===== config.mk =====
export PLATFORM = sky130hd
export DESIGN_NAME = spread_modem_param_config
export DESIGN_NICKNAME = d
export VERILOG_FILES = /design/src/inc/spread_cfg_pkg.sv /design/src/inc/buf_port_if.sv /design/src/design/buf_mem.sv /design/src/design/spread_modem_param_config.sv
export SDC_FILE = /design/constraint.sdc
export NUM_CORES = 1
export LEC_CHECK = 0
export BUFFER_PORTS_ARGS = -buffer_cell sky130_fd_sc_hd__buf_2
export CAP_MARGIN = 10
export CORE_MARGIN = 2
export CORE_UTILIZATION = 40
export DETAILED_ROUTE_END_ITERATION = 6
export MAX_ROUTING_LAYER = met4
export PLACE_DENSITY = 0.6
export SYNTH_ARGS = -nofsm -noshare
export SYNTH_HDL_FRONTEND = slang
export SYNTH_SLANG_ARGS = --single-unit

===== constraint.sdc =====
create_clock -name pclk -period 4.3 [get_ports pclk]
set_clock_uncertainty 0.15 [all_clocks]
set_input_delay 0.43 -clock pclk [delete_from_list [all_inputs] [get_ports pclk]]
set_output_delay 0.43 -clock pclk [all_outputs]
set_load 0.01 [all_outputs]

===== src/inc/spread_cfg_pkg.sv =====
// Constants and register layout of the spread spectrum modem configuration.
package spread_cfg_pkg;

  // ***************************************************************
  // Register byte addresses
  // ***************************************************************
  localparam logic [7:0] ADDR_OPMODE = 8'h00;
  localparam logic [7:0] ADDR_SETUP_ONE = 8'h04;
  localparam logic [7:0] ADDR_SETUP_TWO = 8'h08;
  localparam logic [7:0] ADDR_DETECT_TUNE = 8'h0C;
  localparam logic [7:0] ADDR_DETECT_LEVEL = 8'h10;
  localparam logic [7:0] ADDR_FIFO_DATA = 8'h14;
  localparam logic [7:0] ADDR_STATUS = 8'h18;

  // ***************************************************************
  // Field positions
  // ***************************************************************
  localparam int MODE_SEL_BIT = 7;
  localparam int HDRLESS_BIT = 0;
  localparam int FEC_LSB = 1;
  localparam int BW_LSB = 4;
  localparam int EXP_LSB = 4;
  localparam int STAT_COUNT_LSB = 8;
  localparam int STAT_FULL_BIT = 1;
  localparam int STAT_EMPTY_BIT = 0;

  // ***************************************************************
  // Operating modes, field limits, reset values and FEC overhead base
  // ***************************************************************
  localparam logic [2:0] OPMODE_SLEEP = 3'h0;
  localparam logic [2:0] OPMODE_RESET = 3'h1;
  localparam logic [3:0] EXP_MIN = 4'h6;
  localparam logic [3:0] EXP_MAX = 4'hC;
  localparam logic [3:0] EXP_RESET = 4'h7;
  localparam logic [2:0] FEC_MIN = 3'h1;
  localparam logic [2:0] FEC_MAX = 3'h4;
  localparam logic [2:0] FEC_RESET = 3'h1;
  localparam logic [3:0] BW_MAX = 4'h9;
  localparam logic [3:0] BW_RESET = 4'h7;
  localparam logic [2:0] TUNE_RESET = 3'h3;
  localparam logic [7:0] LEVEL_RESET = 8'h0A;
  localparam logic [7:0] FSK_BW_RESET = 8'h15;
  localparam logic [2:0] FEC_BASE_QUARTERS = 3'h4;

  // Double sideband bandwidth in Hz for each bandwidth code.
  localparam int BW_W = 19;
  function automatic logic [BW_W-1:0] bw_hz(input logic [3:0] code);
    logic [BW_W-1:0] r;
    r = 19'h00000;
    case (code)
      4'h0: r = 19'd7800;
      4'h1: r = 19'd10400;
      4'h2: r = 19'd15600;
      4'h3: r = 19'd20800;
      4'h4: r = 19'd31200;
      4'h5: r = 19'd41700;
      4'h6: r = 19'd62500;
      4'h7: r = 19'd125000;
      4'h8: r = 19'd250000;
      4'h9: r = 19'd500000;
      default: r = 19'h00000;
    endcase
    return r;
  endfunction

endpackage


===== src/inc/buf_port_if.sv =====
// Port bundle between the configuration block and its data buffer memory.
`timescale 1ns/1ps
`default_nettype none
interface buf_port_if #(parameter int AW = 6, parameter int DW = 8);
  logic wr_en;
  logic [AW-1:0] wr_addr;
  logic [DW-1:0] wr_data;
  logic [AW-1:0] rd_addr;
  logic [DW-1:0] rd_data;
  modport ctrl (output wr_en, output wr_addr, output wr_data,
                output rd_addr, input rd_data);
  modport mem (input wr_en, input wr_addr, input wr_data,
               input rd_addr, output rd_data);
endinterface
`default_nettype wire


===== src/design/buf_mem.sv =====
// Dual-port data buffer memory with registered read data.
`timescale 1ns/1ps
`default_nettype none
module buf_mem #(
  parameter int AW = 6,
  parameter int DW = 8
) (
  input wire logic pclk,
  input wire logic ce,
  buf_port_if.mem port
);

  logic [DW-1:0] store [0:(1<<AW)-1];
  logic [DW-1:0] rd_data_reg;

  // Storage has no reset; contents are undefined until written.
  always_ff @(posedge pclk)
  begin
    if (ce)
    begin
      if (port.wr_en)
      begin
        store[port.wr_addr] <= port.wr_data;
      end
      rd_data_reg <= store[port.rd_addr];
    end
  end

  assign port.rd_data = rd_data_reg;

endmodule
`default_nettype wire


===== src/design/spread_modem_param_config.sv =====
// APB register file and parameter decode of the spread spectrum modem.
//
// Overview of operation
// RULE1 - Host changes modem selection only in Sleep; other writes are ignored.
// RULE2 - Modem owns a dual-port data FIFO reached through the register port.
// RULE3 - Selecting spread mode swaps in a different configuration register map.
// RULE4 - Chip exponent 6..12 gives two to that power chips per symbol.
// RULE5 - Both link ends must use the same chip exponent.
// RULE6 - With exponent six the host must select headerless operation.
// RULE7 - With exponent six the host sets detect tuning to binary 101.
// RULE8 - With exponent six the host writes 0C to detect level.
// RULE9 - Host restores detect defaults for any other exponent.
// RULE10 - FEC ratio 1..4 selects 4/5..4/8, overhead 1.25..2; the 3-bit overhead_quarters wraps to 0 for ratio 4.
// RULE11 - FEC ratio travels in the header unless headerless mode is on.
// RULE12 - Bandwidth is one of ten settings from 7.8 to 500 kHz.
// RULE13 - Bandwidth means total double sideband channel width.
// RULE14 - Host must avoid 250 and 500 kHz in the 169 MHz band.
// RULE15 - Symbol rate equals bandwidth divided by two to the exponent.
// RULE16 - One bit picks explicit or headerless mode; explicit by default.
// RULE17 - Out-of-range exponent and FEC values are refused, no effect.
//
// Our own choices: the register offsets and the APB register port.
`timescale 1ns/1ps
`default_nettype none
module spread_modem_param_config #(
  parameter int FIFO_AW = 6
) (
  input wire logic pclk,
  input wire logic presetn,
  input wire logic ce,
  input wire logic psel,
  input wire logic penable,
  input wire logic pwrite,
  input wire logic [7:0] paddr,
  input wire logic [31:0] pwdata,
  output logic [31:0] prdata,
  output logic pready,
  output logic pslverr,
  output logic spread_mode,
  output logic [2:0] op_mode,
  output logic [3:0] chip_exponent,
  output logic [12:0] chips_per_symbol,
  output logic [2:0] fec_ratio,
  output logic [2:0] overhead_quarters,
  output logic [2:0] header_fec_ratio,
  output logic headerless,
  output logic [spread_cfg_pkg::BW_W-1:0] bandwidth_hz,
  output logic [spread_cfg_pkg::BW_W-1:0] symbol_rate,
  output logic [2:0] detect_tuning,
  output logic [7:0] detect_level
);

  // ***************************************************************
  // Register state
  // ***************************************************************
  logic sel_reg, sel_next;
  logic [2:0] mode_reg, mode_next;
  logic [3:0] exp_reg, exp_next;
  logic [2:0] fec_reg, fec_next;
  logic [3:0] bw_reg, bw_next;
  logic hdrless_reg, hdrless_next;
  logic [2:0] tune_reg, tune_next;
  logic [7:0] level_reg, level_next;
  logic [7:0] fsk_bw_reg, fsk_bw_next;
  logic [FIFO_AW:0] wptr_reg, wptr_next, rptr_reg, rptr_next;
  logic [31:0] prdata_reg, prdata_next;
  logic pready_reg, pready_next;
  logic pslverr_reg, pslverr_next;
  logic [12:0] cps_reg, cps_next;
  logic [2:0] ovh_reg, ovh_next;
  logic [2:0] hfec_reg, hfec_next;
  logic [spread_cfg_pkg::BW_W-1:0] bwhz_reg, bwhz_next;
  logic [spread_cfg_pkg::BW_W-1:0] srate_reg, srate_next;

  logic [FIFO_AW:0] count;
  logic empty, full, first_acc, done, mapped;

  buf_port_if #(.AW(FIFO_AW), .DW(8)) bport ();

  // [RULE2]
  buf_mem #(.AW(FIFO_AW), .DW(8)) u_mem (
    .pclk(pclk),
    .ce(ce),
    .port(bport)
  );

  assign count = wptr_reg - rptr_reg;
  assign empty = (count == '0);
  assign full = count[FIFO_AW];
  // One wait state gives the buffer memory time to present read data.
  assign first_acc = psel && penable && !pready_reg;
  assign done = psel && penable && pready_reg;

  // ***************************************************************
  // Address decode: the visible map depends on the modem selected
  // ***************************************************************
  always_comb
  begin
    mapped = 1'b0;
    if (paddr == spread_cfg_pkg::ADDR_OPMODE ||
        paddr == spread_cfg_pkg::ADDR_SETUP_ONE)
    begin
      mapped = 1'b1;
    end
    else if (sel_reg) // [RULE3]
    begin
      mapped = (paddr == spread_cfg_pkg::ADDR_SETUP_TWO) ||
               (paddr == spread_cfg_pkg::ADDR_DETECT_TUNE) ||
               (paddr == spread_cfg_pkg::ADDR_DETECT_LEVEL) ||
               (paddr == spread_cfg_pkg::ADDR_FIFO_DATA) ||
               (paddr == spread_cfg_pkg::ADDR_STATUS);
    end
  end

  // ***************************************************************
  // Bus answer and register writes
  // ***************************************************************
  always_comb
  begin
    logic [3:0] w_exp;
    logic [2:0] w_fec;
    logic [3:0] w_bw;
    logic fifo_rd, fifo_wr;
    w_exp = pwdata[spread_cfg_pkg::EXP_LSB +: 4];
    w_fec = pwdata[spread_cfg_pkg::FEC_LSB +: 3];
    w_bw = pwdata[spread_cfg_pkg::BW_LSB +: 4];
    fifo_rd = sel_reg && paddr == spread_cfg_pkg::ADDR_FIFO_DATA;
    fifo_wr = fifo_rd;
    sel_next = sel_reg;
    mode_next = mode_reg;
    exp_next = exp_reg;
    fec_next = fec_reg;
    bw_next = bw_reg;
    hdrless_next = hdrless_reg;
    tune_next = tune_reg;
    level_next = level_reg;
    fsk_bw_next = fsk_bw_reg;
    wptr_next = wptr_reg;
    rptr_next = rptr_reg;
    prdata_next = prdata_reg;
    pready_next = first_acc;
    pslverr_next = 1'b0;
    bport.wr_en = 1'b0;
    bport.wr_addr = wptr_reg[FIFO_AW-1:0];
    bport.wr_data = pwdata[7:0];
    bport.rd_addr = rptr_reg[FIFO_AW-1:0];
    if (first_acc)
    begin
      prdata_next = 32'h00000000;
      pslverr_next = !mapped ||
                     (fifo_rd && !pwrite && empty) ||
                     (fifo_wr && pwrite && full);
      if (!pwrite)
      begin
        unique case (paddr)
          spread_cfg_pkg::ADDR_OPMODE:
            prdata_next = {24'h000000, sel_reg, 4'h0, mode_reg};
          spread_cfg_pkg::ADDR_SETUP_ONE:
            if (sel_reg)
            begin
              prdata_next = {24'h000000, bw_reg, fec_reg, hdrless_reg};
            end
            else
            begin
              prdata_next = {24'h000000, fsk_bw_reg};
            end
          spread_cfg_pkg::ADDR_SETUP_TWO:
            prdata_next = {24'h000000, exp_reg, 4'h0};
          spread_cfg_pkg::ADDR_DETECT_TUNE:
            prdata_next = {29'h00000000, tune_reg};
          spread_cfg_pkg::ADDR_DETECT_LEVEL:
            prdata_next = {24'h000000, level_reg};
          spread_cfg_pkg::ADDR_FIFO_DATA:
            if (!empty)
            begin
              prdata_next = {24'h000000, bport.rd_data};
            end
          spread_cfg_pkg::ADDR_STATUS:
            prdata_next = {16'h0000, {(8-FIFO_AW-1){1'b0}}, count,
                           6'h00, full, empty};
          default:
            prdata_next = 32'h00000000;
        endcase
        if (!mapped)
        begin
          prdata_next = 32'h00000000;
        end
      end
    end
    if (done && pwrite && mapped)
    begin
      unique case (paddr)
        spread_cfg_pkg::ADDR_OPMODE:
        begin
          mode_next = pwdata[2:0];
          if (mode_reg == spread_cfg_pkg::OPMODE_SLEEP) // [RULE1]
          begin
            sel_next = pwdata[spread_cfg_pkg::MODE_SEL_BIT];
          end
        end
        spread_cfg_pkg::ADDR_SETUP_ONE:
          if (sel_reg)
          begin
            hdrless_next = pwdata[spread_cfg_pkg::HDRLESS_BIT]; // [RULE16]
            if (w_fec >= spread_cfg_pkg::FEC_MIN &&
                w_fec <= spread_cfg_pkg::FEC_MAX) // [RULE17]
            begin
              fec_next = w_fec; // [RULE10]
            end
            if (w_bw <= spread_cfg_pkg::BW_MAX) // [RULE12]
            begin
              bw_next = w_bw;
            end
          end
          else
          begin
            fsk_bw_next = pwdata[7:0];
          end
        spread_cfg_pkg::ADDR_SETUP_TWO:
          if (w_exp >= spread_cfg_pkg::EXP_MIN &&
              w_exp <= spread_cfg_pkg::EXP_MAX) // [RULE17]
          begin
            exp_next = w_exp; // [RULE4]
          end
        spread_cfg_pkg::ADDR_DETECT_TUNE:
          tune_next = pwdata[2:0];
        spread_cfg_pkg::ADDR_DETECT_LEVEL:
          level_next = pwdata[7:0];
        spread_cfg_pkg::ADDR_FIFO_DATA:
          if (!full)
          begin
            bport.wr_en = 1'b1; // [RULE2]
            wptr_next = wptr_reg + 1'b1;
          end
        default:
          mode_next = mode_reg;
      endcase
    end
    if (done && !pwrite && fifo_rd && !empty)
    begin
      rptr_next = rptr_reg + 1'b1;
    end
  end

  // ***************************************************************
  // Derived modem parameters
  // ***************************************************************
  always_comb
  begin
    cps_next = 13'h0001 << exp_reg; // [RULE4]
    ovh_next = 3'(spread_cfg_pkg::FEC_BASE_QUARTERS + fec_reg); // [RULE10]
    hfec_next = hdrless_reg ? 3'h0 : fec_reg; // [RULE11]
    bwhz_next = spread_cfg_pkg::bw_hz(bw_reg); // [RULE13]
    srate_next = bwhz_reg >> exp_reg; // [RULE15]
  end

  always_ff @(posedge pclk or negedge presetn)
  begin
    if (!presetn)
    begin
      sel_reg <= 1'b0;
      mode_reg <= spread_cfg_pkg::OPMODE_RESET;
      exp_reg <= spread_cfg_pkg::EXP_RESET;
      fec_reg <= spread_cfg_pkg::FEC_RESET;
      bw_reg <= spread_cfg_pkg::BW_RESET;
      hdrless_reg <= 1'b0; // [RULE16]
      tune_reg <= spread_cfg_pkg::TUNE_RESET;
      level_reg <= spread_cfg_pkg::LEVEL_RESET;
      fsk_bw_reg <= spread_cfg_pkg::FSK_BW_RESET;
      wptr_reg <= '0;
      rptr_reg <= '0;
      prdata_reg <= 32'h00000000;
      pready_reg <= 1'b0;
      pslverr_reg <= 1'b0;
      cps_reg <= 13'h0080;
      ovh_reg <= 3'h5;
      hfec_reg <= spread_cfg_pkg::FEC_RESET;
      bwhz_reg <= '0;
      srate_reg <= '0;
    end
    else if (ce)
    begin
      sel_reg <= sel_next;
      mode_reg <= mode_next;
      exp_reg <= exp_next;
      fec_reg <= fec_next;
      bw_reg <= bw_next;
      hdrless_reg <= hdrless_next;
      tune_reg <= tune_next;
      level_reg <= level_next;
      fsk_bw_reg <= fsk_bw_next;
      wptr_reg <= wptr_next;
      rptr_reg <= rptr_next;
      prdata_reg <= prdata_next;
      pready_reg <= pready_next;
      pslverr_reg <= pslverr_next;
      cps_reg <= cps_next;
      ovh_reg <= ovh_next;
      hfec_reg <= hfec_next;
      bwhz_reg <= bwhz_next;
      srate_reg <= srate_next;
    end
  end

  assign prdata = prdata_reg;
  assign pready = pready_reg;
  assign pslverr = pslverr_reg;
  assign spread_mode = sel_reg;
  assign op_mode = mode_reg;
  assign chip_exponent = exp_reg;
  assign chips_per_symbol = cps_reg;
  assign fec_ratio = fec_reg;
  assign overhead_quarters = ovh_reg;
  assign header_fec_ratio = hfec_reg;
  assign headerless = hdrless_reg;
  assign bandwidth_hz = bwhz_reg;
  assign symbol_rate = srate_reg;
  assign detect_tuning = tune_reg;
  assign detect_level = level_reg;

endmodule
`default_nettype wire


Yosys cells after proc, flatten, opt, wreduce, memory -nomap -nowiden
Memory sizes are Yosys's and may differ from the RTL's. A register that Yosys moved wholly into a read port is not among the register bits.
Cells that the tools add are included.
- memory bits (read-only): 272
- bits in writable memories: 512
- memories: 2
- register bits: 140
- memory list (memory ; depth ; bits a word ; read ports ; clocked after Yosys merged registers in ; wr ports ; line ; RTL):
    u_mem.store ; 64 ; 8 ; 1 ; 1 ; 1 ; buf_mem.sv:13 ; logic [DW-1:0] store [0:(1<<AW)-1];
    (name not given) ; 16 ; 17 ; 1 ; 1 ; 0 ; spread_cfg_pkg.sv:50 ; case (code)
- mux-type cells: 15
- magnitude comparators: 5
- equality and inequality tests: 6
- add/subtract/negate cells: 4
- shift-type cells: 2
- reductions and logical operators: 42
- bitwise gates (word level): 2
- operators by type and width (cell ; count):
    case mux 15 bit (7 select lines) ; 1
    2-to-1 mux 32 bit ; 2
    equality test 8 x 5 -> 1 bit (second input constant) ; 3
    AND reduction 4 bit ; 5
    right shift 19 x 4 -> 19 bit ; 1
    equality test 8 x 4 -> 1 bit (second input constant) ; 2
    2-to-1 mux 8 bit ; 2
    logical AND 1 bit ; 15
    adder 7 x 1 -> 7 bit (second input constant) ; 2
    << shifter 1 x 4 -> 13 bit (first input constant) ; 1
    AND reduction 5 bit ; 2
    2-to-1 mux 1 bit ; 9
    AND reduction 3 bit ; 3
    equality test 8 x 3 -> 1 bit (second input constant) ; 1
    less-or-equal comparator 4 bit (second input constant) ; 2
    zero test 8 bit ; 1
    zero test 7 bit ; 1
    logical OR 1 bit ; 7
    subtractor 7 bit ; 1
    zero test 1 bit ; 5
    >= comparator 4 x 3 -> 1 bit (second input constant) ; 1
    AND reduction 2 bit ; 2
    adder 3 bit (first input constant) ; 1
    >= comparator 3 x 1 -> 1 bit (second input constant) ; 1
    4 further kinds ; 5

Depth between registers and ports, before layout
Gate-level depths: netlist of run 1.
- word-level depth: 12
- mapped depth: 12
- gate-level depth less buffers: 9

Modules after synthesis
Synthesis of run 1 repeated with hierarchy kept, for this count alone.
- cell total of the unflattened synthesis: 1603
- area, all modules: 26930.8 sq um
- modules (own cells, without submodules) (module ; cells an instance ; sequential area each (sq um) ; instances ; area each (sq um)):
    buf_mem ; 906 ; 15615.0 ; 1 ; 20160.6
    spread_modem_param_config ; 697 ; 3051.7 ; 1 ; 6770.2

Worst setup path after synthesis of run 1
OpenSTA, ideal clock, no wires.
- path type: reg2reg
- from: register wptr_reg[0]
- to: memory u_mem.store[61][0], enable pin
- required time: 3780 ps
- setup slack: 840 ps
- arrival time: 2939 ps
- cell stages (with the launch flop): 11
- period minus slack after synthesis: 3460 ps
- library setup time: 370 ps
- path through: dfrtp_1 > inv_1 > ha_1 > fa_1 > nand2b_1 > a211oi_1 > o32ai_1 > nor4_4 > buf_4 > nand3_2 > nor2_1
- longest elaborated chain between the ends: 7
- RTL lines (item ; line ; RTL):
    start: declaration ; spread_modem_param_config.sv:65 ; logic [FIFO_AW:0] wptr_reg, wptr_next, rptr_reg, rptr_next;
    start signal: assignment ; spread_modem_param_config.sv:292 ; wptr_reg <= wptr_next;
    subtractor 7 bit ; spread_modem_param_config.sv:87 ; assign count = wptr_reg - rptr_reg;
    2-to-1 mux 1 bit ; spread_modem_param_config.sv:230 ; if (!full)
    2-to-1 mux 1 bit ; spread_modem_param_config.sv:192 ; unique case (paddr)
    2-to-1 mux 1 bit ; spread_modem_param_config.sv:190 ; if (done && pwrite && mapped)
    2-to-1 mux 1 bit ; buf_mem.sv:21 ; if (port.wr_en)
    2-to-1 mux 1 bit ; buf_mem.sv:19 ; if (ce)
    2-to-1 mux 1 bit (implied by the code) ; buf_mem.sv:23 ; store[port.wr_addr] <= port.wr_data;
    end: declaration ; buf_mem.sv:13 ;
Several ways; a longest one is shown, not always the timed one.

Final worst setup path of run 1
- from: register wptr_reg[0]
- to: memory u_mem.store[30][1], enable pin
Same word-level chain as after synthesis.

==> results of run 1 <==
==> worst max-delay path by stage <==
stage | startpoint | cells after the start | endpoint
2_1_floorplan | wptr_reg[0] | 10 | u_mem.store[61][0]
3_3_place_gp | wptr_reg[0] | 11 | u_mem.store[47][1]
3_5_place_dp | wptr_reg[0] | 11 | u_mem.store[63][4]
4_1_cts | wptr_reg[0] | 11 | u_mem.store[63][4]
5_1_grt | wptr_reg[0] | 12 | u_mem.store[30][1]
6_report | wptr_reg[0] | 12 | u_mem.store[30][1]
==> metrics by stage <==
stage / util / power [mW] / setup slack, ns / std cells / instance area (um^2)
2_1_floorplan: - / 6.99 / 0.840 / 1574 / 26700
3_3_place_gp: 0.436 / 7.16 / 0.303 / 2550 / 28600
3_5_place_dp: 0.436 / 7.17 / 0.294 / 2550 / 28600
4_1_cts: 0.469 / 12.9 / 0.245 / 2676 / 30900
5_1_grt: 0.470 / 13.2 / 0.0177 / 2678 / 30900
6_report: 0.470 / 12.8 / 0.306 / 2678 / 30900
==> per-layer routing <==
metal | GRT usage | routed length (um) | vias up
met4 | 0.0508 | 1400 | 0
met1 | 0.262 | 27800 | 7765
met5 | - | 0 | -
li1 | - | - | 6567
met2 | 0.300 | 30500 | 508
met3 | 0.0344 | 3930 | 93
==> cells in the final DEF, fill, tap and decap left out, drive strengths merged, types with 5 or more instances in the layout <==
cell and n:
a211o 5, a211oi 10, a21o 7, a21oi 28, a221oi 18, a22o 24, a22oi 43, a31oi 6
and2 6, buf 219, clkbuf 92, clkinv 22, conb 19, dfrtp 102, dfstp 19, edfxtp 520
ha 13, inv 54, mux2 45, mux2i 25, mux4 133, nand2 63, nand2b 6, nand3 20
nand3b 7, nand4 12, nor2 121, nor2b 9, nor3 10, o21a 11, o21ai 36, o221ai 15
o22ai 17, or3 5, xnor2 14
==> kinds of logic after synthesis <==
group,Yosys count,synth area share
XOR/XNOR,18,0.00593
multiplexers,203,0.142
AO/OA/AOI/OAI,241,0.0659
flip-flops,641,0.702
adder cells (fa/ha/maj),14,0.00687
other,1,0.000141
buffers and inverters,158,0.0260
AND/OR/NAND/NOR,280,0.0513
==> power groups by stage <==
stage               logic [mW]  registers, mW  clock network (mW)
floorplan               0.0961           6.89                   0
global placement         0.267           6.89                   0
detailed placement       0.277           6.89                   0
CTS                      0.278           6.76                5.86
global route             0.305           6.76                6.11
finish                   0.276           6.76                5.73
==> Yosys cell counts (18+ instances only) <==
| library cell | n | area share |
|---|---|---|
| buf_4 | 24 | 0.0068 |
| a22o_1 | 24 | 0.0079 |
| nand2_1 | 63 | 0.0089 |
| clkbuf_1 | 60 | 0.0085 |
| mux4_2 | 133 | 0.11 |
| edfxtp_1 | 520 | 0.59 |
| a21oi_1 | 28 | 0.0053 |
| mux2_2 | 41 | 0.017 |
| a221oi_1 | 18 | 0.0059 |
| mux2i_1 | 25 | 0.0094 |
| a22oi_1 | 43 | 0.012 |
| dfrtp_1 | 102 | 0.096 |
| dfstp_2 | 19 | 0.019 |
| nor2_1 | 121 | 0.017 |
| inv_1 | 50 | 0.0071 |
| o21ai_0 | 36 | 0.0068 |
==> worst reg2reg max path, stage by stage, from the launching register on <==
cell,delay [ns]
dfrtp_1,0.49
inv_1,0.23
ha_1,0.26
fa_1,0.39
nand2b_1,0.18
a211oi_1,0.33
o32ai_1,0.22
nor4_4,0.44
buf_4,0.23
nand4_1,0.10
buf_4,0.23
nor2_1,0.24
buf_4,0.22
==> what timing repair did <==
action	in CTS	in global routing
setup endpoints to repair	0	43
hold buffers	2	0
hold endpoints to repair	63	0
setup buffers	0	0
gates resized for setup	0	1
==> final cells by class <==
type                    instances  area (um^2)
well taps                     864         1080
fillers                      5561        34900
clock buffers                  92         1850
multi-input cells             775         7310
flip-flops and latches        641        18700
inverters                      51          191
repair buffers                221         1410
clock inverters                32          348
diodes                          2         5.00
==> results_dict.tcl, run 1 <==
set metrics [dict create \
    die_y_um 262 \
    gp_congestion 0.931 \
    cp.arrival_ns 4.15 \
    synth-async-reset-ratio 0.189 \
    vias_per_cell 5.58 \
    drc 0 \
    seqPwrFrac 0.530 \
    grt_pass1_vias 15000 \
    grt-ovfl-total 0 \
    h-tree-depth 3 \
    die-area_mm2 0.0685 \
    hold_end "pslverr" \
    cts.sinks 641 \
    synth_seq_cells 641 \
    period_minus_slack_ns 3.99 \
    netlist_instances 1556 \
    root_buffer "clkbuf_16" \
    cp_max_fo 8 \
    max_freq_ghz 0.250 \
    r2r_cells 12 \
    p_int_mw 10.1 \
    crit_family "simple AND/OR/NAND/NOR gates" \
    critPathSlowestCell "dfrtp_1" \
    cts_tree "yes" \
    ant_nets 0 \
    path_class "register to register" \
    dr_total_vias 14900 \
    top_register "u_mem.store" \
    post-dp-hpwl_um 39700 \
    path_clk_slew_ns 0.06 \
    status "finished, final reports clean" \
    crit_chain "inv_1 > ha_1 > fa_1 > nand2b_1 > a211oi_1 > o32ai_1 > nor4_4 > buf_4 > nand4_1 > buf_4 > nor2_1 > buf_4" \
    netlist_area_mm2 0.0266 \
    syn_area_per_cell_um2 17.1 \
    hp-start "pwrite" \
    initial_core_util 0.404 \
    layout-drive-gt1-share 0.299 \
    postRouteWirelength_um 63700 \
    leakagePower_nw 10.7 \
    combPwrFrac 0.022 \
    antenna_found_initial 2 \
    crit_buf_inv 4 \
    whs_ns 0.0962 \
    grt_setup_unrepaired "no" \
    core_area_mm2 0.0657 \
    r2r_setup_slack_ns 0.31 \
    ys.flop_type "edfxtp_1" \
    start_kind "register" \
    hold_class "primary input to register" \
    setup_viol 0 \
    grt_util_all_layers 0.192 \
    first_pass_iters 5 \
    yosysSeqAreaShare 0.702 \
    nNetsFinal 1818 \
    p_sw_frac 0.207 \
    fin_setup_tns_ns 0 \
    fp.dieW_um 262 \
    power_switching_mw 2.65 \
    cap_viol_max_count 0 \
    max_stage_delay_ns 0.49 \
    power.density_mw_per_mm2 413 \
    slew_violations 0 \
    synth-edff-count 520 \
    reg2reg_to "u_mem.store[30][1]" \
    cp.required_ns 4.46 \
    grt_max_degree 134 \
    portBuffers 116 \
    r2r-start "wptr_reg[0]" \
    clk_path_buf_depth 3 \
    grt_pass1_wl_um 95100 \
    p_clk_frac 0.449 \
    clk_latency_ns 0.61 \
    period_share 0.929 \
    synth-warning-count 0 \
    largest_reg_flops 512 \
    syn2layout_area_growth_pct 16.2 \
    hold_depth 3 \
    ir_drop_v 0.000227 \
    io-pin-count 160 \
    routedWlPerCell_um 23.8 \
    tightest_slew_ns 1.21 \
    cp_common_cell "buf_4" \
    hold_viol 0 \
    ys_types 73 \
    rows 94 \
    crit_path_end_kind "register" \
    drt_iter0_drc 1357 \
    relSlewSlack 0.184 \
    cts_buffers 68 \
]
Power figures use the tool's default switching activity.
==> run 2: changes to the inputs <==
--- a/config.mk
+++ b/config.mk
@@ -7,11 +7,10 @@
 export LEC_CHECK = 0
 export BUFFER_PORTS_ARGS = -buffer_cell sky130_fd_sc_hd__buf_2
 export CAP_MARGIN = 10
-export CORE_MARGIN = 2
+export CORE_MARGIN = 8
 export CORE_UTILIZATION = 40
 export DETAILED_ROUTE_END_ITERATION = 6
 export MAX_ROUTING_LAYER = met4
-export PLACE_DENSITY = 0.6
 export SYNTH_ARGS = -nofsm -noshare
 export SYNTH_HDL_FRONTEND = slang
 export SYNTH_SLANG_ARGS = --single-unit
==> constraint.sdc (replaced) <==
create_clock -name pclk -period 4.7 [get_ports pclk]
set_clock_uncertainty 0.15 [all_clocks]
set_input_delay 0.47 -clock pclk [delete_from_list [all_inputs] [get_ports pclk]]
set_output_delay 0.47 -clock pclk [all_outputs]
set_load 0.01 [all_outputs]
==> results_dict.tcl, run 2 (synthesis results as in run 1) <==
set metrics [dict create \
    status "finished, final reports clean" \
    hold_depth 3 \
    clk_latency_ns 0.61 \
    final_cell_mix "edfxtp_1 (520), mux4_2 (133), nor2_1 (117)" \
    r2r-start "wptr_reg[0]" \
    gp_congestion 0.898 \
    relSlewSlack 0.223 \
    nNetsFinal 1808 \
    cp_max_fo 10 \
    die-area_mm2 0.0750 \
    antenna_found_initial 1 \
    critPathSlowestCell "nor4_4" \
    max_stage_delay_ns 0.68 \
    setup_viol 0 \
    fin_setup_tns_ns 0 \
    hold_class "primary input to register" \
    cap_viol_max_count 0 \
    cp.arrival_ns 4.55 \
    fill_cells 5638 \
    layout-drive-gt1-share 0.292 \
    grt_max_degree 134 \
    core_area_mm2 0.0657 \
    path_clk_slew_ns 0.06 \
    cts_buffers 67 \
    leakagePower_nw 10.6 \
    largest_reg_flops 512 \
    period_share 0.934 \
    grt_setup_unrepaired "no" \
    cts.sinks 641 \
    routedWlPerCell_um 24.0 \
    hold_end "pslverr" \
    postRouteWirelength_um 64000 \
    multi_input_area_mm2 0.00730 \
    hp-start "pwrite" \
    r2r_cells 10 \
    max_freq_ghz 0.228 \
    io-pin-count 160 \
    post_cts_buffers 0 \
    grt-ovfl-total 0 \
    rows 94 \
    start_kind "register" \
    post-dp-hpwl_um 40100 \
    ir_drop_v 0.000263 \
    hold_viol 0 \
    portBuffers 116 \
    crit_chain "inv_1 > ha_1 > fa_1 > nand2b_1 > a211oi_1 > o32ai_1 > nor4_4 > nand3_2 > nor2_1 > buf_4" \
    cts_tree "yes" \
    crit_family "simple AND/OR/NAND/NOR gates" \
    vias_per_cell 5.55 \
    initial_core_util 0.404 \
    reg2reg_to "u_mem.store[24][5]" \
    crit_buf_inv 2 \
    power.density_mw_per_mm2 375 \
    startpoint "wptr_reg[0]" \
    die_y_um 274 \
    dr_total_vias 14800 \
    regArea_mm2 0.0187 \
    slew_violations 0 \
    first_pass_iters 6 \
    crit_path_end_kind "register" \
    syn2layout_area_growth_pct 15.4 \
    period_minus_slack_ns 4.39 \
    setup_ws_ns 0.310 \
    grt_pass1_vias 15000 \
    final_util 0.467 \
    grt_util_all_layers 0.173 \
    clk_path_buf_depth 3 \
    h-tree-depth 3 \
    drt_iter0_drc 1399 \
    drc 0 \
    tightest_slew_ns 1.15 \
    root_buffer "clkbuf_16" \
    path_class "register to register" \
    r2r_setup_slack_ns 0.31 \
    grt_pass1_wl_um 95800 \
    cp.required_ns 4.86 \
    ant_nets 0 \
    fp.dieW_um 274 \
    top_register "u_mem.store" \
    final_common_cell "edfxtp_1" \
    pre_cts_ws_ns 0.413 \
]
-- run 2: changes by cell type in the layout (fill, tap and decap cells not counted), sizes merged --
| cell | delta |
|---|---|
| inv | -2 |
| clkinvlp | -3 |
| clkinv | -2 |
| bufinv | -2 |
| clkbuf | +2 |
| dlygate4sd3 | -1 |
| diode | -1 |
| buf | -8 |
-- run 2: timing repair --
action                    4_1_cts  5_1_grt
hold endpoints to repair       34        0
resized for setup               0        0
hold buffers                    1        0
-- run 2: area by class of cell --
cell class / instances / share of cell area
Sequential cell: 641 / 0.609
Multi-Input combinational cell: 775 / 0.238
Antenna cell: 1 / 0.0000816
Tap cell: 864 / 0.0352
Inverter: 51 / 0.00624
Timing Repair Buffer: 212 / 0.0434
Clock buffer: 94 / 0.0617
Clock inverter: 23 / 0.00632
-- run 2: where the power goes --
group          total [mW]  internal (mW)  switching [mW]
clock                5.06           2.93            2.13
combinational       0.255         0.0620           0.193
sequential           6.19           6.17          0.0207
-- run 2: worst max-delay path by stage --
stage / to / slack (ns) / cells after the start
global route: u_mem.store[24][5] / 0.07 / 10
finish: u_mem.store[24][5] / 0.31 / 10
global placement: u_mem.store[24][5] / 0.48 / 10
detailed placement: u_mem.store[39][2] / 0.41 / 10
floorplan: u_mem.store[61][0] / 1.24 / 10
CTS: u_mem.store[39][2] / 0.38 / 10
-- run 2: layer usage --
layer	track usage	up-vias	wire length, um
li1	-	6537	-
met1	0.232	7692	27800
met2	0.273	449	31000
met3	0.0340	100	4110
met4	0.0376	0	1090
met5	-	-	0
-- run 2: worst register-to-register path: stages, from the launching register on --
cell and delay, ns:
dfrtp_1 0.46, inv_1 0.22, ha_1 0.26, fa_1 0.39, nand2b_1 0.19, a211oi_1 0.29, o32ai_1 0.21, nor4_4 0.68
nand3_2 0.53, nor2_1 0.50, buf_4 0.22
-- run 2: per-stage QoR --
step	total power [mW]	cells	instance area, um^2	hold WS (ns)
after floorplan	6.40	1574	26700	0.0244
after global placement	6.55	2542	28600	0.291
after detailed placement	6.56	2542	28600	0.301
after CTS	11.6	2660	30700	0.108
after global routing	11.8	2661	30700	0.132
final	11.5	2661	30700	0.148
